<file path="config.mk">
export PLATFORM = sky130hd
export DESIGN_NAME = clocked_serial_port_txrx
export DESIGN_NICKNAME = d
export VERILOG_FILES = /design/src/common/csp_pkg.sv /design/src/common/sck_ctrl_if.sv /design/src/hdl/csp_sck_unit.sv /design/src/hdl/clocked_serial_port_txrx.sv
export VERILOG_INCLUDE_DIRS = /design/src /design/src/common
export SDC_FILE = /design/constraint.sdc
export NUM_CORES = 1
export LEC_CHECK = 0
export BUFFER_PORTS_ARGS = -buffer_cell sky130_fd_sc_hd__buf_2
export CORE_UTILIZATION = 60
export CTS_CLUSTER_DIAMETER = 80
export DETAILED_ROUTE_END_ITERATION = 7
export GPL_ROUTABILITY_DRIVEN = 0
export GPL_TIMING_DRIVEN = 0
export PLACE_DENSITY = 0.83
export SETUP_SLACK_MARGIN = 0.02
export SLEW_MARGIN = 30
export SYNTH_ARGS = -nofsm -noshare
export SYNTH_HDL_FRONTEND = slang
export SYNTH_SLANG_ARGS = --single-unit
</file>
<file path="constraint.sdc">
create_clock -name core_clk -period 2.4 [get_ports core_clk]
set_clock_uncertainty 0.1 [all_clocks]
set_input_delay 0.36 -clock core_clk [delete_from_list [all_inputs] [get_ports core_clk]]
set_output_delay 0.36 -clock core_clk [all_outputs]
set_load 0.05 [all_outputs]
</file>
<file path="src/common/csp_defines.svh">
`ifndef CSP_DEFINES_SVH
`define CSP_DEFINES_SVH

// ==========================================================
// Register offsets
`define CSP_ADDR_CONTROL 3'h0
`define CSP_ADDR_STATUS 3'h1
`define CSP_ADDR_TX_BUFFER 3'h2
`define CSP_ADDR_RX_BUFFER 3'h3

// ==========================================================
// Control register fields
`define CSP_CTL_START 0
`define CSP_CTL_STOP 1
`define CSP_CTL_MODE_LO 2
`define CSP_CTL_MODE_HI 3
`define CSP_CTL_ORDER 4
`define CSP_CTL_EXT 5
`define CSP_CTL_RATE_LO 6
`define CSP_CTL_RATE_HI 7

// ==========================================================
// Status register fields
`define CSP_ST_TX_EMPTY 0
`define CSP_ST_RX_FULL 1
`define CSP_ST_ACTIVE 2
`define CSP_ST_SHIFT 3
`define CSP_ST_TX_ERROR 4
`define CSP_ST_RX_ERROR 5

// ==========================================================
// Values and counts
`define CSP_BYTE_ZERO 8'h00
`define CSP_BIT_LAST 3'h7
`define CSP_BIT_FIRST 3'h0
`define CSP_BIT_STEP 3'h1
`define CSP_TX_EMPTY_RESET 1'b1
`define CSP_IDLE_LEVEL 1'b1
`define CSP_HALF_BASE 8'h04
`define CSP_DIV_ZERO 8'h00
`define CSP_DIV_STEP 8'h01

`endif

</file>
<file path="src/common/csp_pkg.sv">
package csp_pkg;

    typedef enum logic [1:0] {
        mode_tx,
        mode_rx,
        mode_trx,
        mode_reserved
    } mode_type;

    typedef enum logic {
        st_idle,
        st_shift
    } byte_state_type;

endpackage

</file>
<file path="src/common/sck_ctrl_if.sv">
`timescale 1ns/1ps

interface sck_ctrl_if;
    logic ext_mode;
    logic [1:0] rate;
    logic run;
    logic abort;
    logic fall;
    logic rise;

    modport engine (
        output ext_mode,
        output rate,
        output run,
        output abort,
        input fall,
        input rise
    );

    modport gen (
        input ext_mode,
        input rate,
        input run,
        input abort,
        output fall,
        output rise
    );
endinterface

</file>
<file path="src/hdl/csp_sck_unit.sv">
`timescale 1ns/1ps
`include "csp_defines.svh"

module csp_sck_unit (
    input wire logic core_clk,
    input wire logic nrst,
    sck_ctrl_if.gen ctl,
    input wire logic sck_in,
    output logic sck_out,
    output logic sck_oe_n
);

    // ======================================================
    // External clock sampling
    logic sck_s1;
    logic sck_s2;
    logic sck_s3;
    wire ext_fall = sck_s3 && !sck_s2;
    wire ext_rise = !sck_s3 && sck_s2;

    always_ff @(posedge core_clk or negedge nrst) begin
        if (!nrst) begin
            sck_s1 <= `CSP_IDLE_LEVEL;
            sck_s2 <= `CSP_IDLE_LEVEL;
            sck_s3 <= `CSP_IDLE_LEVEL;
        end else begin
            sck_s1 <= sck_in;
            sck_s2 <= sck_s1;
            sck_s3 <= sck_s2;
        end
    end

    // ======================================================
    // Internal clock generation, halts high when not run
    logic [7:0] div_cnt;
    logic int_fall;
    logic int_rise;
    wire [7:0] half_len = `CSP_HALF_BASE << ctl.rate;
    wire div_go = !sck_out || ctl.run;
    wire div_end = div_go && (div_cnt == half_len - `CSP_DIV_STEP);

    always_ff @(posedge core_clk or negedge nrst) begin
        if (!nrst) begin
            div_cnt <= `CSP_DIV_ZERO;
            sck_out <= `CSP_IDLE_LEVEL;
            int_fall <= 1'b0;
            int_rise <= 1'b0;
        end else if (ctl.abort || ctl.ext_mode) begin
            div_cnt <= `CSP_DIV_ZERO;
            sck_out <= `CSP_IDLE_LEVEL;
            int_fall <= 1'b0;
            int_rise <= 1'b0;
        end else begin
            div_cnt <= div_end ? `CSP_DIV_ZERO : (div_go ? div_cnt + `CSP_DIV_STEP : div_cnt);
            sck_out <= div_end ? !sck_out : sck_out;
            int_fall <= div_end && sck_out;
            int_rise <= div_end && !sck_out;
        end
    end

    assign sck_oe_n = ctl.ext_mode;
    assign ctl.fall = ctl.ext_mode ? ext_fall : int_fall;
    assign ctl.rise = ctl.ext_mode ? ext_rise : int_rise;

endmodule // csp_sck_unit

</file>
<file path="src/hdl/clocked_serial_port_txrx.sv">
`timescale 1ns/1ps
`include "csp_defines.svh"

// Functional notes
// - Writing the transmit buffer clears the transmit-empty flag.
// - Internal clock, transmit: clock halts high without new byte; write resumes it.
// - A byte written during shifting follows the previous byte with no gap.
// - Shifting with empty buffer sets transmit error; interrupt on next falling edge.
// - Clearing start finishes current byte, clears active flag, output stays high.
// - Force-stop halts at once, clears start and both buffers, and clears status except transmit-empty, which is set.
// - Serial output held high while transmit error is set.
// - Mode code 01 is receive only, 10 is transmit and receive.
// - Receive: active flag rises on falling edge, bits sampled on rising edges.
// - Shift-active flag high from first to eighth falling edge of a byte.
// - A full received byte goes to receive buffer, sets full flag, interrupts.
// - Reading receive buffer clears full; internal clock waits high until then.
// - Byte completing with unread buffer sets receive error and interrupts.
// - While receive error is set, incoming bits are discarded.
// - In error, second buffer read gives shift register; error clear clears full.
// - After start clears, receive stops at the end of the current byte.
// - No further interrupts while receive error stays uncorrected.
// - Transmit-receive: empty set on rising edge after load; interrupt with full.
// - External clock: load on first falling edge after start, receive on rise.
// - Mode code 00 transmits one bit per falling edge.
// - Bit order zero is MSB first, one is LSB first, both directions.
// - Internal clock, modes 00 and 10: start waits until a byte is in the transmit buffer.

module clocked_serial_port_txrx (
    input wire logic core_clk,
    input wire logic nrst,
    input wire logic [2:0] reg_addr,
    input wire logic [7:0] reg_wdata,
    input wire logic reg_wr,
    input wire logic reg_rd,
    output logic [7:0] reg_rdata,
    input wire logic sck_in,
    output logic sck_out,
    output logic sck_oe_n,
    input wire logic si_in,
    output logic so_out,
    output logic serial_irq
);

    // ======================================================
    // Control register
    logic transfer_start_bit;
    logic force_stop_bit;
    csp_pkg::mode_type transfer_mode_field;
    logic bit_order_select;
    logic ext_clk;
    logic [1:0] clk_rate;

    // ======================================================
    // Status register and buffers
    logic tx_empty_flag;
    logic rx_full_flag;
    logic transfer_active_flag;
    logic shift_active_flag;
    logic tx_error_flag;
    logic rx_error_flag;
    logic [7:0] tx_buffer;
    logic [7:0] rx_buffer;

    // ======================================================
    // Shift engine
    csp_pkg::byte_state_type state;
    logic [7:0] shifter;
    logic [2:0] bit_cnt;
    logic empty_pend;
    logic irq_on_fall;
    logic rd_twice;
    logic si_s1;
    logic si_s2;

    // ======================================================
    // Clock unit
    sck_ctrl_if sck_bus ();
    wire fall = sck_bus.fall;
    wire rise = sck_bus.rise;

    csp_sck_unit u_sck (
        .core_clk(core_clk),
        .nrst(nrst),
        .ctl(sck_bus.gen),
        .sck_in(sck_in),
        .sck_out(sck_out),
        .sck_oe_n(sck_oe_n)
    );

    // ======================================================
    // Register decode
    wire wr_ctl = reg_wr && (reg_addr == `CSP_ADDR_CONTROL);
    wire wr_stat = reg_wr && (reg_addr == `CSP_ADDR_STATUS);
    wire wr_tx = reg_wr && (reg_addr == `CSP_ADDR_TX_BUFFER);
    wire rd_stat = reg_rd && (reg_addr == `CSP_ADDR_STATUS);
    wire rd_ctl = reg_rd && (reg_addr == `CSP_ADDR_CONTROL);
    wire rd_rx = reg_rd && (reg_addr == `CSP_ADDR_RX_BUFFER);
    wire abort = force_stop_bit || (wr_ctl && reg_wdata[`CSP_CTL_STOP]);
    wire clr_rx_error = wr_stat && !reg_wdata[`CSP_ST_RX_ERROR] && rx_error_flag;

    // ======================================================
    // Mode selection
    wire has_tx = (transfer_mode_field == csp_pkg::mode_tx) ||
                  (transfer_mode_field == csp_pkg::mode_trx);
    wire has_rx = (transfer_mode_field == csp_pkg::mode_rx) ||
                  (transfer_mode_field == csp_pkg::mode_trx);
    wire mode_ok = transfer_mode_field != csp_pkg::mode_reserved;
    wire trx_mode = transfer_mode_field == csp_pkg::mode_trx;
    wire data_ready = (!has_tx || !tx_empty_flag) && (!has_rx || !rx_full_flag);
    wire in_byte = state == csp_pkg::st_shift;

    // ======================================================
    // Byte events
    wire begin_byte = fall && !in_byte && transfer_start_bit && mode_ok &&
                      (ext_clk || data_ready);
    wire last_bit = bit_cnt == `CSP_BIT_LAST;
    wire rise_last = rise && in_byte && last_bit;
    wire fall_last = fall && in_byte && last_bit;
    wire tx_load = begin_byte && has_tx && !tx_empty_flag;
    wire tx_miss = begin_byte && has_tx && tx_empty_flag;
    wire rx_overrun = rise_last && has_rx && rx_full_flag && !rx_error_flag;
    wire rx_capture = rise_last && has_rx && !rx_full_flag && !rx_error_flag;
    wire sample_en = rise && in_byte && !rx_error_flag;

    // ======================================================
    // Bit order selection
    wire [7:0] shift_in = bit_order_select ? {si_s2, shifter[7:1]} :
                          {shifter[6:0], si_s2};
    wire load_bit = bit_order_select ? tx_buffer[0] : tx_buffer[7];
    wire cur_bit = bit_order_select ? shifter[0] : shifter[7];

    // ======================================================
    // Next values of the engine
    wire run = in_byte || (transfer_start_bit && mode_ok && data_ready);
    wire [7:0] next_shifter = tx_load ? tx_buffer : (sample_en ? shift_in : shifter);
    wire [2:0] next_bit_cnt = begin_byte ? `CSP_BIT_FIRST :
                              ((rise && in_byte) ? bit_cnt + `CSP_BIT_STEP : bit_cnt);
    wire next_in_byte = begin_byte || (in_byte && !rise_last);
    wire next_shift_active = begin_byte || (shift_active_flag && !fall_last);
    wire next_active = begin_byte ||
                       (transfer_active_flag && (in_byte || transfer_start_bit));
    wire next_empty_pend = tx_load || (empty_pend && !rise);

    // ======================================================
    // Next values of the status flags
    wire empty_set = empty_pend && rise;
    wire next_tx_empty = empty_set || (tx_empty_flag && !wr_tx);
    wire next_tx_error = tx_miss || tx_error_flag;
    wire next_rx_error = rx_overrun || (rx_error_flag && !clr_rx_error);
    wire rx_read_clear = rd_rx && !rx_error_flag;
    wire next_rx_full = rx_capture ||
                        (rx_full_flag && !rx_read_clear && !clr_rx_error);
    wire next_rd_twice = rx_error_flag && !clr_rx_error && (rd_twice || rd_rx);

    // ======================================================
    // Interrupt
    wire fall_irq_set = (empty_set && !trx_mode) || tx_miss;
    wire next_irq_on_fall = fall_irq_set || (irq_on_fall && !fall);
    wire irq_event = (fall && irq_on_fall) || rx_capture || rx_overrun;
    wire next_irq = irq_event && !rx_error_flag;

    // ======================================================
    // Serial output
    wire bit_out = begin_byte ? load_bit : cur_bit;
    wire drive_bit = has_tx && (tx_load || (fall && in_byte));
    wire hold_bit = in_byte;
    wire next_so = next_tx_error ? `CSP_IDLE_LEVEL :
                   (drive_bit ? bit_out :
                   (hold_bit ? so_out : `CSP_IDLE_LEVEL));

    // ======================================================
    // Read data selection
    logic [7:0] status_word;

    always_comb begin
        status_word = `CSP_BYTE_ZERO;
        status_word[`CSP_ST_TX_EMPTY] = tx_empty_flag;
        status_word[`CSP_ST_RX_FULL] = rx_full_flag;
        status_word[`CSP_ST_ACTIVE] = transfer_active_flag;
        status_word[`CSP_ST_SHIFT] = shift_active_flag;
        status_word[`CSP_ST_TX_ERROR] = tx_error_flag;
        status_word[`CSP_ST_RX_ERROR] = rx_error_flag;
    end

    logic [7:0] ctl_word;

    always_comb begin
        ctl_word = `CSP_BYTE_ZERO;
        ctl_word[`CSP_CTL_START] = transfer_start_bit;
        ctl_word[`CSP_CTL_STOP] = force_stop_bit;
        ctl_word[`CSP_CTL_MODE_HI:`CSP_CTL_MODE_LO] = transfer_mode_field;
        ctl_word[`CSP_CTL_ORDER] = bit_order_select;
        ctl_word[`CSP_CTL_EXT] = ext_clk;
        ctl_word[`CSP_CTL_RATE_HI:`CSP_CTL_RATE_LO] = clk_rate;
    end

    wire [7:0] rx_word = (rx_error_flag && rd_twice) ? shifter : rx_buffer;
    wire [7:0] next_rdata = rd_stat ? status_word :
                            (rd_ctl ? ctl_word :
                            (rd_rx ? rx_word : `CSP_BYTE_ZERO));

    // ======================================================
    // Clock unit hookup
    assign sck_bus.ext_mode = ext_clk;
    assign sck_bus.rate = clk_rate;
    assign sck_bus.run = run;
    assign sck_bus.abort = abort;

    // ======================================================
    // Serial input synchroniser
    always_ff @(posedge core_clk or negedge nrst) begin
        if (!nrst) begin
            si_s1 <= 1'b0;
            si_s2 <= 1'b0;
        end else begin
            si_s1 <= si_in;
            si_s2 <= si_s1;
        end
    end

    // ======================================================
    // Control register
    always_ff @(posedge core_clk or negedge nrst) begin
        if (!nrst) begin
            transfer_start_bit <= 1'b0;
            force_stop_bit <= 1'b0;
            transfer_mode_field <= csp_pkg::mode_tx;
            bit_order_select <= 1'b0;
            ext_clk <= 1'b0;
            clk_rate <= 2'h0;
        end else if (wr_ctl) begin
            transfer_start_bit <= reg_wdata[`CSP_CTL_START] && !reg_wdata[`CSP_CTL_STOP];
            force_stop_bit <= reg_wdata[`CSP_CTL_STOP];
            transfer_mode_field <= csp_pkg::mode_type'(
                reg_wdata[`CSP_CTL_MODE_HI:`CSP_CTL_MODE_LO]);
            bit_order_select <= reg_wdata[`CSP_CTL_ORDER];
            ext_clk <= reg_wdata[`CSP_CTL_EXT];
            clk_rate <= reg_wdata[`CSP_CTL_RATE_HI:`CSP_CTL_RATE_LO];
        end
    end

    // ======================================================
    // Buffers
    always_ff @(posedge core_clk or negedge nrst) begin
        if (!nrst) begin
            tx_buffer <= `CSP_BYTE_ZERO;
            rx_buffer <= `CSP_BYTE_ZERO;
        end else if (abort) begin
            tx_buffer <= `CSP_BYTE_ZERO;
            rx_buffer <= `CSP_BYTE_ZERO;
        end else begin
            tx_buffer <= wr_tx ? reg_wdata : tx_buffer;
            rx_buffer <= rx_capture ? shift_in : rx_buffer;
        end
    end

    // ======================================================
    // Status flags
    always_ff @(posedge core_clk or negedge nrst) begin
        if (!nrst) begin
            tx_empty_flag <= `CSP_TX_EMPTY_RESET;
            rx_full_flag <= 1'b0;
            tx_error_flag <= 1'b0;
            rx_error_flag <= 1'b0;
            rd_twice <= 1'b0;
        end else if (abort) begin
            tx_empty_flag <= `CSP_TX_EMPTY_RESET;
            rx_full_flag <= 1'b0;
            tx_error_flag <= 1'b0;
            rx_error_flag <= 1'b0;
            rd_twice <= 1'b0;
        end else begin
            tx_empty_flag <= next_tx_empty;
            rx_full_flag <= next_rx_full;
            tx_error_flag <= next_tx_error;
            rx_error_flag <= next_rx_error;
            rd_twice <= next_rd_twice;
        end
    end

    // ======================================================
    // Byte sequencing
    always_ff @(posedge core_clk or negedge nrst) begin
        if (!nrst) begin
            state <= csp_pkg::st_idle;
            bit_cnt <= `CSP_BIT_FIRST;
            shifter <= `CSP_BYTE_ZERO;
            empty_pend <= 1'b0;
        end else if (abort) begin
            state <= csp_pkg::st_idle;
            bit_cnt <= `CSP_BIT_FIRST;
            shifter <= `CSP_BYTE_ZERO;
            empty_pend <= 1'b0;
        end else begin
            state <= next_in_byte ? csp_pkg::st_shift : csp_pkg::st_idle;
            bit_cnt <= next_bit_cnt;
            shifter <= next_shifter;
            empty_pend <= next_empty_pend;
        end
    end

    // ======================================================
    // Activity flags
    always_ff @(posedge core_clk or negedge nrst) begin
        if (!nrst) begin
            transfer_active_flag <= 1'b0;
            shift_active_flag <= 1'b0;
        end else if (abort) begin
            transfer_active_flag <= 1'b0;
            shift_active_flag <= 1'b0;
        end else begin
            transfer_active_flag <= next_active;
            shift_active_flag <= next_shift_active;
        end
    end

    // ======================================================
    // Serial output and interrupt
    always_ff @(posedge core_clk or negedge nrst) begin
        if (!nrst) begin
            so_out <= `CSP_IDLE_LEVEL;
            irq_on_fall <= 1'b0;
            serial_irq <= 1'b0;
        end else if (abort) begin
            so_out <= `CSP_IDLE_LEVEL;
            irq_on_fall <= 1'b0;
            serial_irq <= 1'b0;
        end else begin
            so_out <= next_so;
            irq_on_fall <= next_irq_on_fall;
            serial_irq <= next_irq;
        end
    end

    // ======================================================
    // Register read port
    always_ff @(posedge core_clk or negedge nrst) begin
        if (!nrst) begin
            reg_rdata <= `CSP_BYTE_ZERO;
        end else begin
            reg_rdata <= next_rdata;
        end
    end

endmodule // clocked_serial_port_txrx

</file>
==> results.tsv, run 1 <==
stage	metric	value	unit
cells_and_area	diodes	0	
critical_path	cp-end-kind	flop	
cells_and_area	syn_to_final_growth	13.61	%
floorplanning	num_io_pins	29	
critical_path	reg2regPathDepth	5	
pwr	p_per_area	655.7	mW/mm2
pwr	pwr-share-seq	49.5	%
logic_synthesis	postSynth.asyncResetShare	100.0	%
cells_and_area	nNetsFinal	420	
floorplanning	die-area	0.006335	mm2
global_route	grt_use_total	30.22	%
timing	period_minus_slack	2285	ps
pwr	cellLeakagePower	1.786	nW
pwr	p_sw	0.0008357	W
place	dpl.hpwl	6262	um
critical_path	crit_slowest_cell	nor3b_1	
clocking	cts-root-buf	clkbuf_8	
route	ant_nets	0	
floorplanning	dieWidth	79.59	um
critical_path	crit_start	transfer_mode_field[0]	
timing	setup_ws	114.6	ps
critical_path	slowest_delay	600	ps
clocking	cts.sinks	71	
global_route	grt_pass1_vias	2934	
route	drt-total-wl	8778	um
logic_synthesis	syn_nets	377	
place	portBuffers	28	
critical_path	crit_end	so_out	
logic_synthesis	synthDistinctLibCells	53	
route	dr.first_iter.drc_count	346	
pwr	intPower	0.001855	W
outcome	status	complete, no violations	
route	vias_per_cell	6.378	
clocking	clock_latency	350	ps
pwr	max-vdd-ir-drop	337.8	uV
route	drt-pass1-iter-count	5	
logic_synthesis	syn_area_per_cell	10.20	um2
timing	finalCritPeriodShare	95.23	%
cells_and_area	final_common_cell	dfrtp_1	
timing	worst_pin_slew	771.0	ps
pwr	clock_power_share	32.1	%
pwr	switching_share	31.06	%
min_path	hp-class	input pin to flop	
flow_run	drv_cap	0	
critical_path	cp_max_fo	5	
critical_path	cp.arrival	2460	ps
timing	hold_slack	7.380	ps
global_route	grt_remaining_overflow	0	
route	drc	0	
timing	setup_viol	0	
timing	rsz0062_at_grt	false	
logic_synthesis	synth.cell_area	0.003612	mm2
critical_path	crit_chain	ha_1 > nor3b_1 > o21ai_2 > o32a_1 > a211o_1	
cells_and_area	multiInputGateArea	0.001723	mm2
critical_path	r2r_start	transfer_mode_field[0]	
critical_path	ff2ff_setup_slack	110	ps
timing	slew_viol_final	0	
floorplanning	rows	27	
logic_synthesis	synthFlopType	dfrtp_1	
critical_path	cp-start-kind	flop	
clocking	clkSlewWorstSetupHoldPaths	80	ps
floorplanning	initial_core_util	64.03	%
clocking	htree_levels	3	
global_route	grt_max_degree	49	
floorplanning	core_area	0.005642	mm2
floorplanning	die_h	79.59	um
cells_and_area	regArea	0.001784	mm2
logic_synthesis	ys_ff_latch	71	
clocking	cts_tree	built	
timing	max_freq	437.6	MHz
pwr	combPwrFrac	18.4	%
clocking	cts_buffers	9	
route	wl_per_cell	18.52	um
global_route	grt_pass1_wl	14290	um
logic_synthesis	synth_cells	354	
logic_synthesis	yosysSeqAreaShare	49.39	%
timing	hold_violations	0	
global_route	grt_antenna_before_repair	0	
timing	tns	0	ps
pwr	p_total	0.002691	W
critical_path	cp.required	2570	ps
clocking	cts_buffer_depth	2	
logic_synthesis	synth_edf_count	0	
route	vias	3023	
cells_and_area	final_cell_mix	dfrtp_1 (65), nand2_1 (33), buf_2 (33), nor2_1 (23)	
cells_and_area	drive_above_1_share	20.40	%
timing	slew_headroom	48.51	%
place	place_ws	69.81	ps
critical_path	critPathKind	flop to flop	
critical_path	timing.rr.end	so_out	
logic_synthesis	yosys_warnings	0	
cells_and_area	fill_cells	411	
[repair_timing]
item                                    4_1_cts  5_1_grt
endpoints found under the hold margin        18        0
hold buffers                                  1        0
endpoints found under the setup margin        1       20
pin swaps                                     0        2
resized for setup                             1        4
setup buffers                                 0        2
[state kept, by name (all words and copies together) (netlist names), 2 cells and up]
signal	count
tx_buffer	8
transfer_mode_field	2
rx_buffer	8
reg_rdata	8
bit_cnt	3
shifter	8
clk_rate	2
u_sck.div_cnt	8
[cell families after synthesis]
logic type | share of synthesized area [%]
AOI/OAI and AO/OA | 18.95
buffers and inverters | 3.672
and+or+nand+nor | 16.76
adders and majority gates | 2.078
muxes | 8.660
DFF | 49.39
xor gates and xnor gates | 0.4850
[critical path, delay by kind of cell (launching register included)]
| family | cells | cell delay [ps] |
|---|---|---|
| AO/OA/AOI/OAI | 3 | 870 |
| adder cells (fa/ha/maj) | 1 | 230 |
| flip-flops | 1 | 420 |
| AND/OR/NAND/NOR | 1 | 600 |
[cells in the mapped netlist, drive strengths merged, types with 2 or more instances]
master   number  area (um2)
dfrtp        65        1627
nand2        33       123.9
nor2         23       86.33
o21ai        22       113.9
a21oi        20       100.1
mux2i        20       200.2
nand3        15       75.07
a211oi       14       115.1
inv          13       48.80
buf          10       50.05
mux2         10       112.6
clkbuf        9       33.78
o2bb2ai       8       70.07
nor3          7       35.03
or3           7       43.79
a31oi         6       37.54
dfstp         6       157.7
ha            6       75.07
nand2b        5       31.28
o22ai         5       31.28
a21o          4       30.03
and3          4       25.02
nor2b         4       25.02
a21bo         3       30.03
a22oi         3       22.52
and3b         3       26.28
a211o         2       17.52
a311o         2       20.02
a32oi         2       17.52
and2          2       12.51
nand3b        2       18.77
nand4         2       12.51
nor3b         2       15.01
or4           2       15.01
[final cells by class]
type	count	share of cell area, %
Buffer	19	2.104
Clock inverter	3	0.4268
Sequential cell	71	43.48
Inverter	13	1.189
Clock buffer	13	3.872
Multi-Input combinational cell	251	41.98
Tap cell	72	2.195
Timing Repair Buffer	32	4.756
[worst min path at each step]
stage | from | to | slack [ps] | cells after the start
after CTS | sck_in | u_sck.sck_s1 | 5 | 1
after detailed placement | nrst | reg_rdata[7] | 180 | 1
after global placement | si_s1 | si_s2 | 230 | 0
final | sck_in | u_sck.sck_s1 | 7 | 1
after global routing | sck_in | u_sck.sck_s1 | 5 | 1
after floorplan | nrst | bit_cnt[0] | -40 | 0
[power by group through the flow]
| stage | sequential (W) | combinational, W | clock [W] |
|---|---|---|---|
| after floorplan | 0.00135 | 0.000282 | 0 |
| after global routing | 0.00134 | 0.000539 | 0.000928 |
| after detailed placement | 0.00135 | 0.000458 | 0 |
| after CTS | 0.00133 | 0.000469 | 0.000872 |
| final | 0.00133 | 0.000496 | 0.000863 |
| after global placement | 0.00135 | 0.000439 | 0 |
[routing by layer]
metal	global-route usage (%)	up-vias	share of wire, %
met3	5.600	38	7.6
met4	14.73	0	3.7
li1	-	1373	-
met2	47.35	153	46
met1	40.33	1459	42
met5	0	-	0
[stage by stage]
step	cells	util (%)	cell area [um2]
global placement	454	68.11	3842
global route	474	72.74	4104
CTS	472	72.14	4070
detailed placement	455	68.64	3872
finish	474	72.74	4104
floorplan	354	-	3612
(Power assumes the default switching activity.)
==> inputs of run 2 (changes only) <==
CORE_MARGIN = 5   (was not set)
==> results.tsv, run 2 (synthesized netlist as in run 1, its figures left out) <==
stage	metric	value	unit
outcome	status	complete, no violations	
timing	worst_pin_slew	824.2	ps
critical_path	crit_slowest_cell	a2111oi_4	
route	dr.first_iter.drc_count	361	
global_route	grt_pass1_vias	2995	
critical_path	slowest_delay	450	ps
critical_path	path_delay_family	compound AO/OA/AOI/OAI gates	
floorplanning	num_io_pins	29	
timing	slew_headroom	44.95	%
floorplanning	core_area	0.005886	mm2
critical_path	cp_max_fo	8	
min_path	hp-class	input pin to flop	
clocking	cts_buffers	9	
pwr	max-vdd-ir-drop	480.2	uV
global_route	grt_use_total	24.86	%
critical_path	cp.arrival	2450	ps
critical_path	ff2ff_setup_slack	120	ps
critical_path	critPathKind	flop to flop	
place	portBuffers	28	
timing	max_freq	438.7	MHz
min_path	hp-start	reg_wdata[2]	
route	vias	3080	
critical_path	cp-start-kind	flop	
clocking	cts.sinks	71	
min_path	hold_depth	3	
critical_path	cp-end-kind	flop	
clocking	clkSlewWorstSetupHoldPaths	90	ps
cells_and_area	drive_above_1_share	20.35	%
timing	tns	0	ps
critical_path	cp_common_cell	and3b_1	
floorplanning	die_h	87.59	um
clocking	cts-root-buf	clkbuf_8	
clocking	clock_latency	360	ps
route	wl_per_cell	18.59	um
cells_and_area	nNetsFinal	421	
floorplanning	initial_core_util	61.37	%
pwr	cellLeakagePower	1.816	nW
route	drt-pass1-iter-count	7	
cells_and_area	fin_util	70.77	%
global_route	grt_max_degree	43	
critical_path	r2r_start	transfer_mode_field[0]	
timing	setup_viol	0	
cells_and_area	syn_to_final_growth	15.31	%
cells_and_area	final_common_cell	dfrtp_1	
clocking	cts_tree	built	
critical_path	critPathBufInv	2	
critical_path	cp.required	2570	ps
route	drt-total-wl	8888	um
clocking	htree_levels	3	
route	vias_per_cell	6.444	
timing	hold_violations	0	
cells_and_area	diodes	0	
critical_path	timing.rr.end	shifter[4]	
min_path	hold-path-endpoint	transfer_mode_field[0]	
timing	rsz0062_at_grt	false	
pwr	p_total	0.002948	W
timing	finalCritPeriodShare	94.97	%
global_route	grt_pass1_wl	14480	um
global_route	grt_antenna_before_repair	0	
pwr	p_per_area	707.7	mW/mm2
critical_path	reg2regPathDepth	7	
cells_and_area	final_cell_mix	dfrtp_1 (65), nand2_1 (33), buf_2 (33), nor2_1 (23)	
floorplanning	dieWidth	87.59	um
place	dpl.hpwl	6320	um
timing	slew_viol_final	0	
route	drc	0	
floorplanning	rows	28	
floorplanning	die-area	0.007672	mm2
critical_path	crit_chain	inv_1 > ha_1 > and3b_1 > a2111oi_4 > and3b_1 > buf_2 > o2bb2ai_1	
route	ant_nets	0	
clocking	cts_buffer_depth	2	
flow_run	drv_cap	0	
timing	period_minus_slack	2279	ps
global_route	grt_remaining_overflow	0	
run 2: tightest hold or removal path: stages:
cell     delay [ps]
buf_2            90
nand2_1          40
o21ai_0          60
run 2: worst max-delay path by stage:
stage                                      start               end  slack (ps)  cells past startpoint
after floorplan                          ext_clk            so_out         340                      5
after global routing      transfer_mode_field[1]            so_out          20                      5
final                     transfer_mode_field[0]        shifter[4]         120                      7
after CTS                 transfer_mode_field[1]  u_sck.div_cnt[4]          70                      7
after global placement    transfer_mode_field[1]  u_sck.div_cnt[3]         120                      7
after detailed placement  transfer_mode_field[1]  u_sck.div_cnt[4]         110                      7
run 2: stage by stage:
step | cells | hold slack [ps] | cell area (um2) | setup slack [ps]
2_1_floorplan | 354 | -35.59 | 3612 | 338.1
3_3_place_gp | 457 | 232.5 | 3846 | 119.8
3_5_place_dp | 458 | 210.3 | 3869 | 107.9
4_1_cts | 476 | 1.758 | 4130 | 65.65
5_1_grt | 478 | 132.8 | 4165 | 20.36
6_report | 478 | 125.8 | 4165 | 120.8
run 2: cell type report:
class	count	area (um2)
flip-flops and latches	71	1784
repair buffers	33	200.2
clock buffers	12	165.2
fillers	428	1720
inverters	13	48.80
plain buffers	19	86.33
well taps	75	93.84
multi-input cells	251	1710
clock inverters	4	76.32
run 2: where the power goes:
part           internal [W]  leakage [nW]  switching (W)
Combinational      0.000164         0.749       0.000320
Sequential          0.00126         0.948      0.0000784
Clock              0.000672         0.119       0.000456
run 2: routing by layer:
| metal | part of all wire [%] | global-route usage [%] |
|---|---|---|
| met1 | 40 | 32.76 |
| met2 | 48 | 39.66 |
| met3 | 9.3 | 6.867 |
| met4 | 2.1 | 8.926 |
| met5 | 0 | 0 |
run 2: what timing repair did:
| item | 4_1_cts | 5_1_grt |
|---|---|---|
| setup endpoints to repair | 0 | 12 |
| hold endpoints to repair | 24 | 1 |
| resized for setup | 0 | 3 |
| setup buffers | 0 | 1 |
| hold buffers | 2 | 1 |
==> inputs of run 3 (changes only) <==
SETUP_SLACK_MARGIN = 0.4   (was 0.02)
==> results.tsv, run 3 (synthesized netlist as in run 1, its figures left out) <==
stage	metric	value	unit
global_route	grt_use_total	25.89	%
critical_path	critPathBufInv	2	
floorplanning	num_io_pins	29	
clocking	cts.sinks	71	
route	drt-pass1-iter-count	6	
critical_path	path_delay_family	compound AO/OA/AOI/OAI gates	
route	ant_nets	0	
clocking	cts_tree	built	
critical_path	timing.rr.end	u_sck.div_cnt[0]	
place	portBuffers	28	
cells_and_area	nNetsFinal	437	
flow_run	drv_cap	0	
route	highest_layer	met4	
critical_path	cp_max_fo	6	
pwr	combPwrFrac	22.0	%
route	wl_per_cell	21.51	um
cells_and_area	diodes	0	
critical_path	critPathKind	flop to flop	
cells_and_area	fill_cells	370	
floorplanning	die_h	87.59	um
global_route	grt_antenna_before_repair	0	
pwr	switching_share	31.14	%
pwr	p_sw	0.0009647	W
min_path	hp-class	input pin to flop	
floorplanning	initial_core_util	61.37	%
route	wl_met2	4892	um
cells_and_area	syn_to_final_growth	25.87	%
cells_and_area	regArea	0.001787	mm2
critical_path	crit_chain	buf_6 > ha_4 > o21ai_4 > a311oi_4 > buf_4 > or4_1 > o21ai_1	
route	wl_met1	4058	um
timing	worst_pin_slew	636.8	ps
clocking	clkSlewWorstSetupHoldPaths	80	ps
floorplanning	rows	28	
route	dr_wl_met3	1031	um
timing	finalCritPeriodShare	88.76	%
clocking	cts_buffers	9	
critical_path	crit_slowest_cell	or4_1	
critical_path	cp-end-kind	flop	
min_path	hold_depth	1	
route	dr.first_iter.drc_count	438	
timing	rsz0062_at_grt	true	
critical_path	cp.arrival	2310	ps
min_path	hp-start	sck_in	
global_route	grt_remaining_overflow	0	
pwr	cellLeakagePower	1.965	nW
global_route	grt_pass1_wl	15080	um
global_route	grt_max_degree	41	
cells_and_area	drive_above_1_share	33.41	%
min_path	hold-path-endpoint	u_sck.sck_s1	
route	vias	3316	
critical_path	ff2ff_setup_slack	270	ps
floorplanning	core_area	0.005886	mm2
timing	setup_viol	0	
pwr	pwr-share-seq	43.3	%
critical_path	cp.required	2580	ps
clocking	clock_latency	360	ps
critical_path	r2r_start	transfer_mode_field[1]	
outcome	status	complete, no violations	
place	place_ws	132.9	ps
critical_path	reg2regPathDepth	7	
timing	tns	0	ps
pwr	max-vdd-ir-drop	629.9	uV
critical_path	slowest_delay	460	ps
clocking	cts-root-buf	clkbuf_8	
route	drc	0	
pwr	clock_power_share	34.7	%
pwr	intPower	0.002133	W
timing	max_freq	469.4	MHz
cells_and_area	multiInputGateArea	0.001959	mm2
timing	slew_viol_final	0	
timing	setup_ws	269.8	ps
route	vias_per_cell	6.713	
route	drt-total-wl	10630	um
floorplanning	die-area	0.007672	mm2
global_route	grt_pass1_vias	3158	
cells_and_area	final_common_cell	dfrtp_1	
critical_path	cp-start-kind	flop	
cells_and_area	final_cell_mix	dfrtp_1 (63), nand2_1 (32), buf_2 (29), nor2_1 (23), mux2i_1 (20)	
floorplanning	dieWidth	87.59	um
timing	slew_headroom	57.29	%
pwr	p_per_area	681.3	mW/mm2
timing	hold_violations	0	
place	dpl.hpwl	6327	um
timing	period_minus_slack	2130	ps
clocking	cts_buffer_depth	2	
clocking	htree_levels	3	
-- run 3: cell types whose count changed in the layout (fill, tap and decap cells not counted), moves of 4 or more --
cell,previous run,this run
a211oi_2,2,7
o21ai_0,20,13
buf_6,0,8
o21ai_2,2,7
buf_2,33,29
a211oi_1,12,4
ha_1,6,1
buf_4,3,18
o2bb2ai_1,8,1
o2bb2ai_2,0,7
-- run 3: power by group through the flow --
stage / Clock, W / Sequential, W / Combinational, W
2_1_floorplan: 0 / 0.00135 / 0.000282
3_3_place_gp: 0 / 0.00135 / 0.000435
3_5_place_dp: 0 / 0.00135 / 0.000449
4_1_cts: 0.00106 / 0.00132 / 0.000548
5_1_grt: 0.00111 / 0.00135 / 0.000721
6_report: 0.00107 / 0.00134 / 0.000682
-- run 3: worst max path at each step --
stage / start / slack [ps] / end / cells past startpoint
3_5_place_dp: transfer_mode_field[0] / 130 / u_sck.div_cnt[6] / 7
6_report: transfer_mode_field[1] / 270 / u_sck.div_cnt[0] / 7
3_3_place_gp: transfer_mode_field[1] / 160 / u_sck.div_cnt[3] / 7
4_1_cts: transfer_mode_field[1] / 370 / u_sck.div_cnt[0] / 7
2_1_floorplan: transfer_mode_field[0] / 470 / shifter[2] / 7
5_1_grt: transfer_mode_field[1] / 220 / u_sck.div_cnt[0] / 7
-- run 3: final cells by class --
type	instances	share of cell area [%]
Timing Repair Buffer	49	7.265
Multi-Input combinational cell	251	43.09
Tap cell	75	2.064
Inverter	13	1.073
Clock buffer	12	3.192
Sequential cell	71	39.30
Buffer	19	2.477
Clock inverter	4	1.541
-- run 3: timing repair --
item,4_1_cts,5_1_grt
endpoints found under the setup margin,29,31
hold endpoints to repair,25,0
pin swaps,5,19
cloned,1,1
buffers inserted,9,8
gates resized for setup,18,62
hold buffers,1,0
-- run 3: worst reg2reg max path: stages (launching register included) --
cell and delay, ps:
dfrtp_1 450, buf_6 150, ha_4 170, o21ai_4 170
a311oi_4 190, buf_4 200, or4_1 460, o21ai_1 170
-- run 3: routing by layer --
layer / up-vias / track usage, %
met3: 73 / 4.798
met4: 0 / 13.95
met1: 1580 / 33.83
met2: 249 / 41.03
met5: - / 0
li1: 1414 / -
-- run 3: per-stage QoR --
stage	area (um2)	power, W	util (%)	std cells	hold WS (ps)
detailed placement	3870	0.001798	65.75	458	220.9
floorplan	3613	0.001635	-	354	-35.59
global placement	3847	0.001782	65.37	457	232.6
finish	4547	0.003098	77.25	494	3.280
global route	4547	0.003182	77.25	494	5.036
CTS	4242	0.002933	72.07	485	1.707
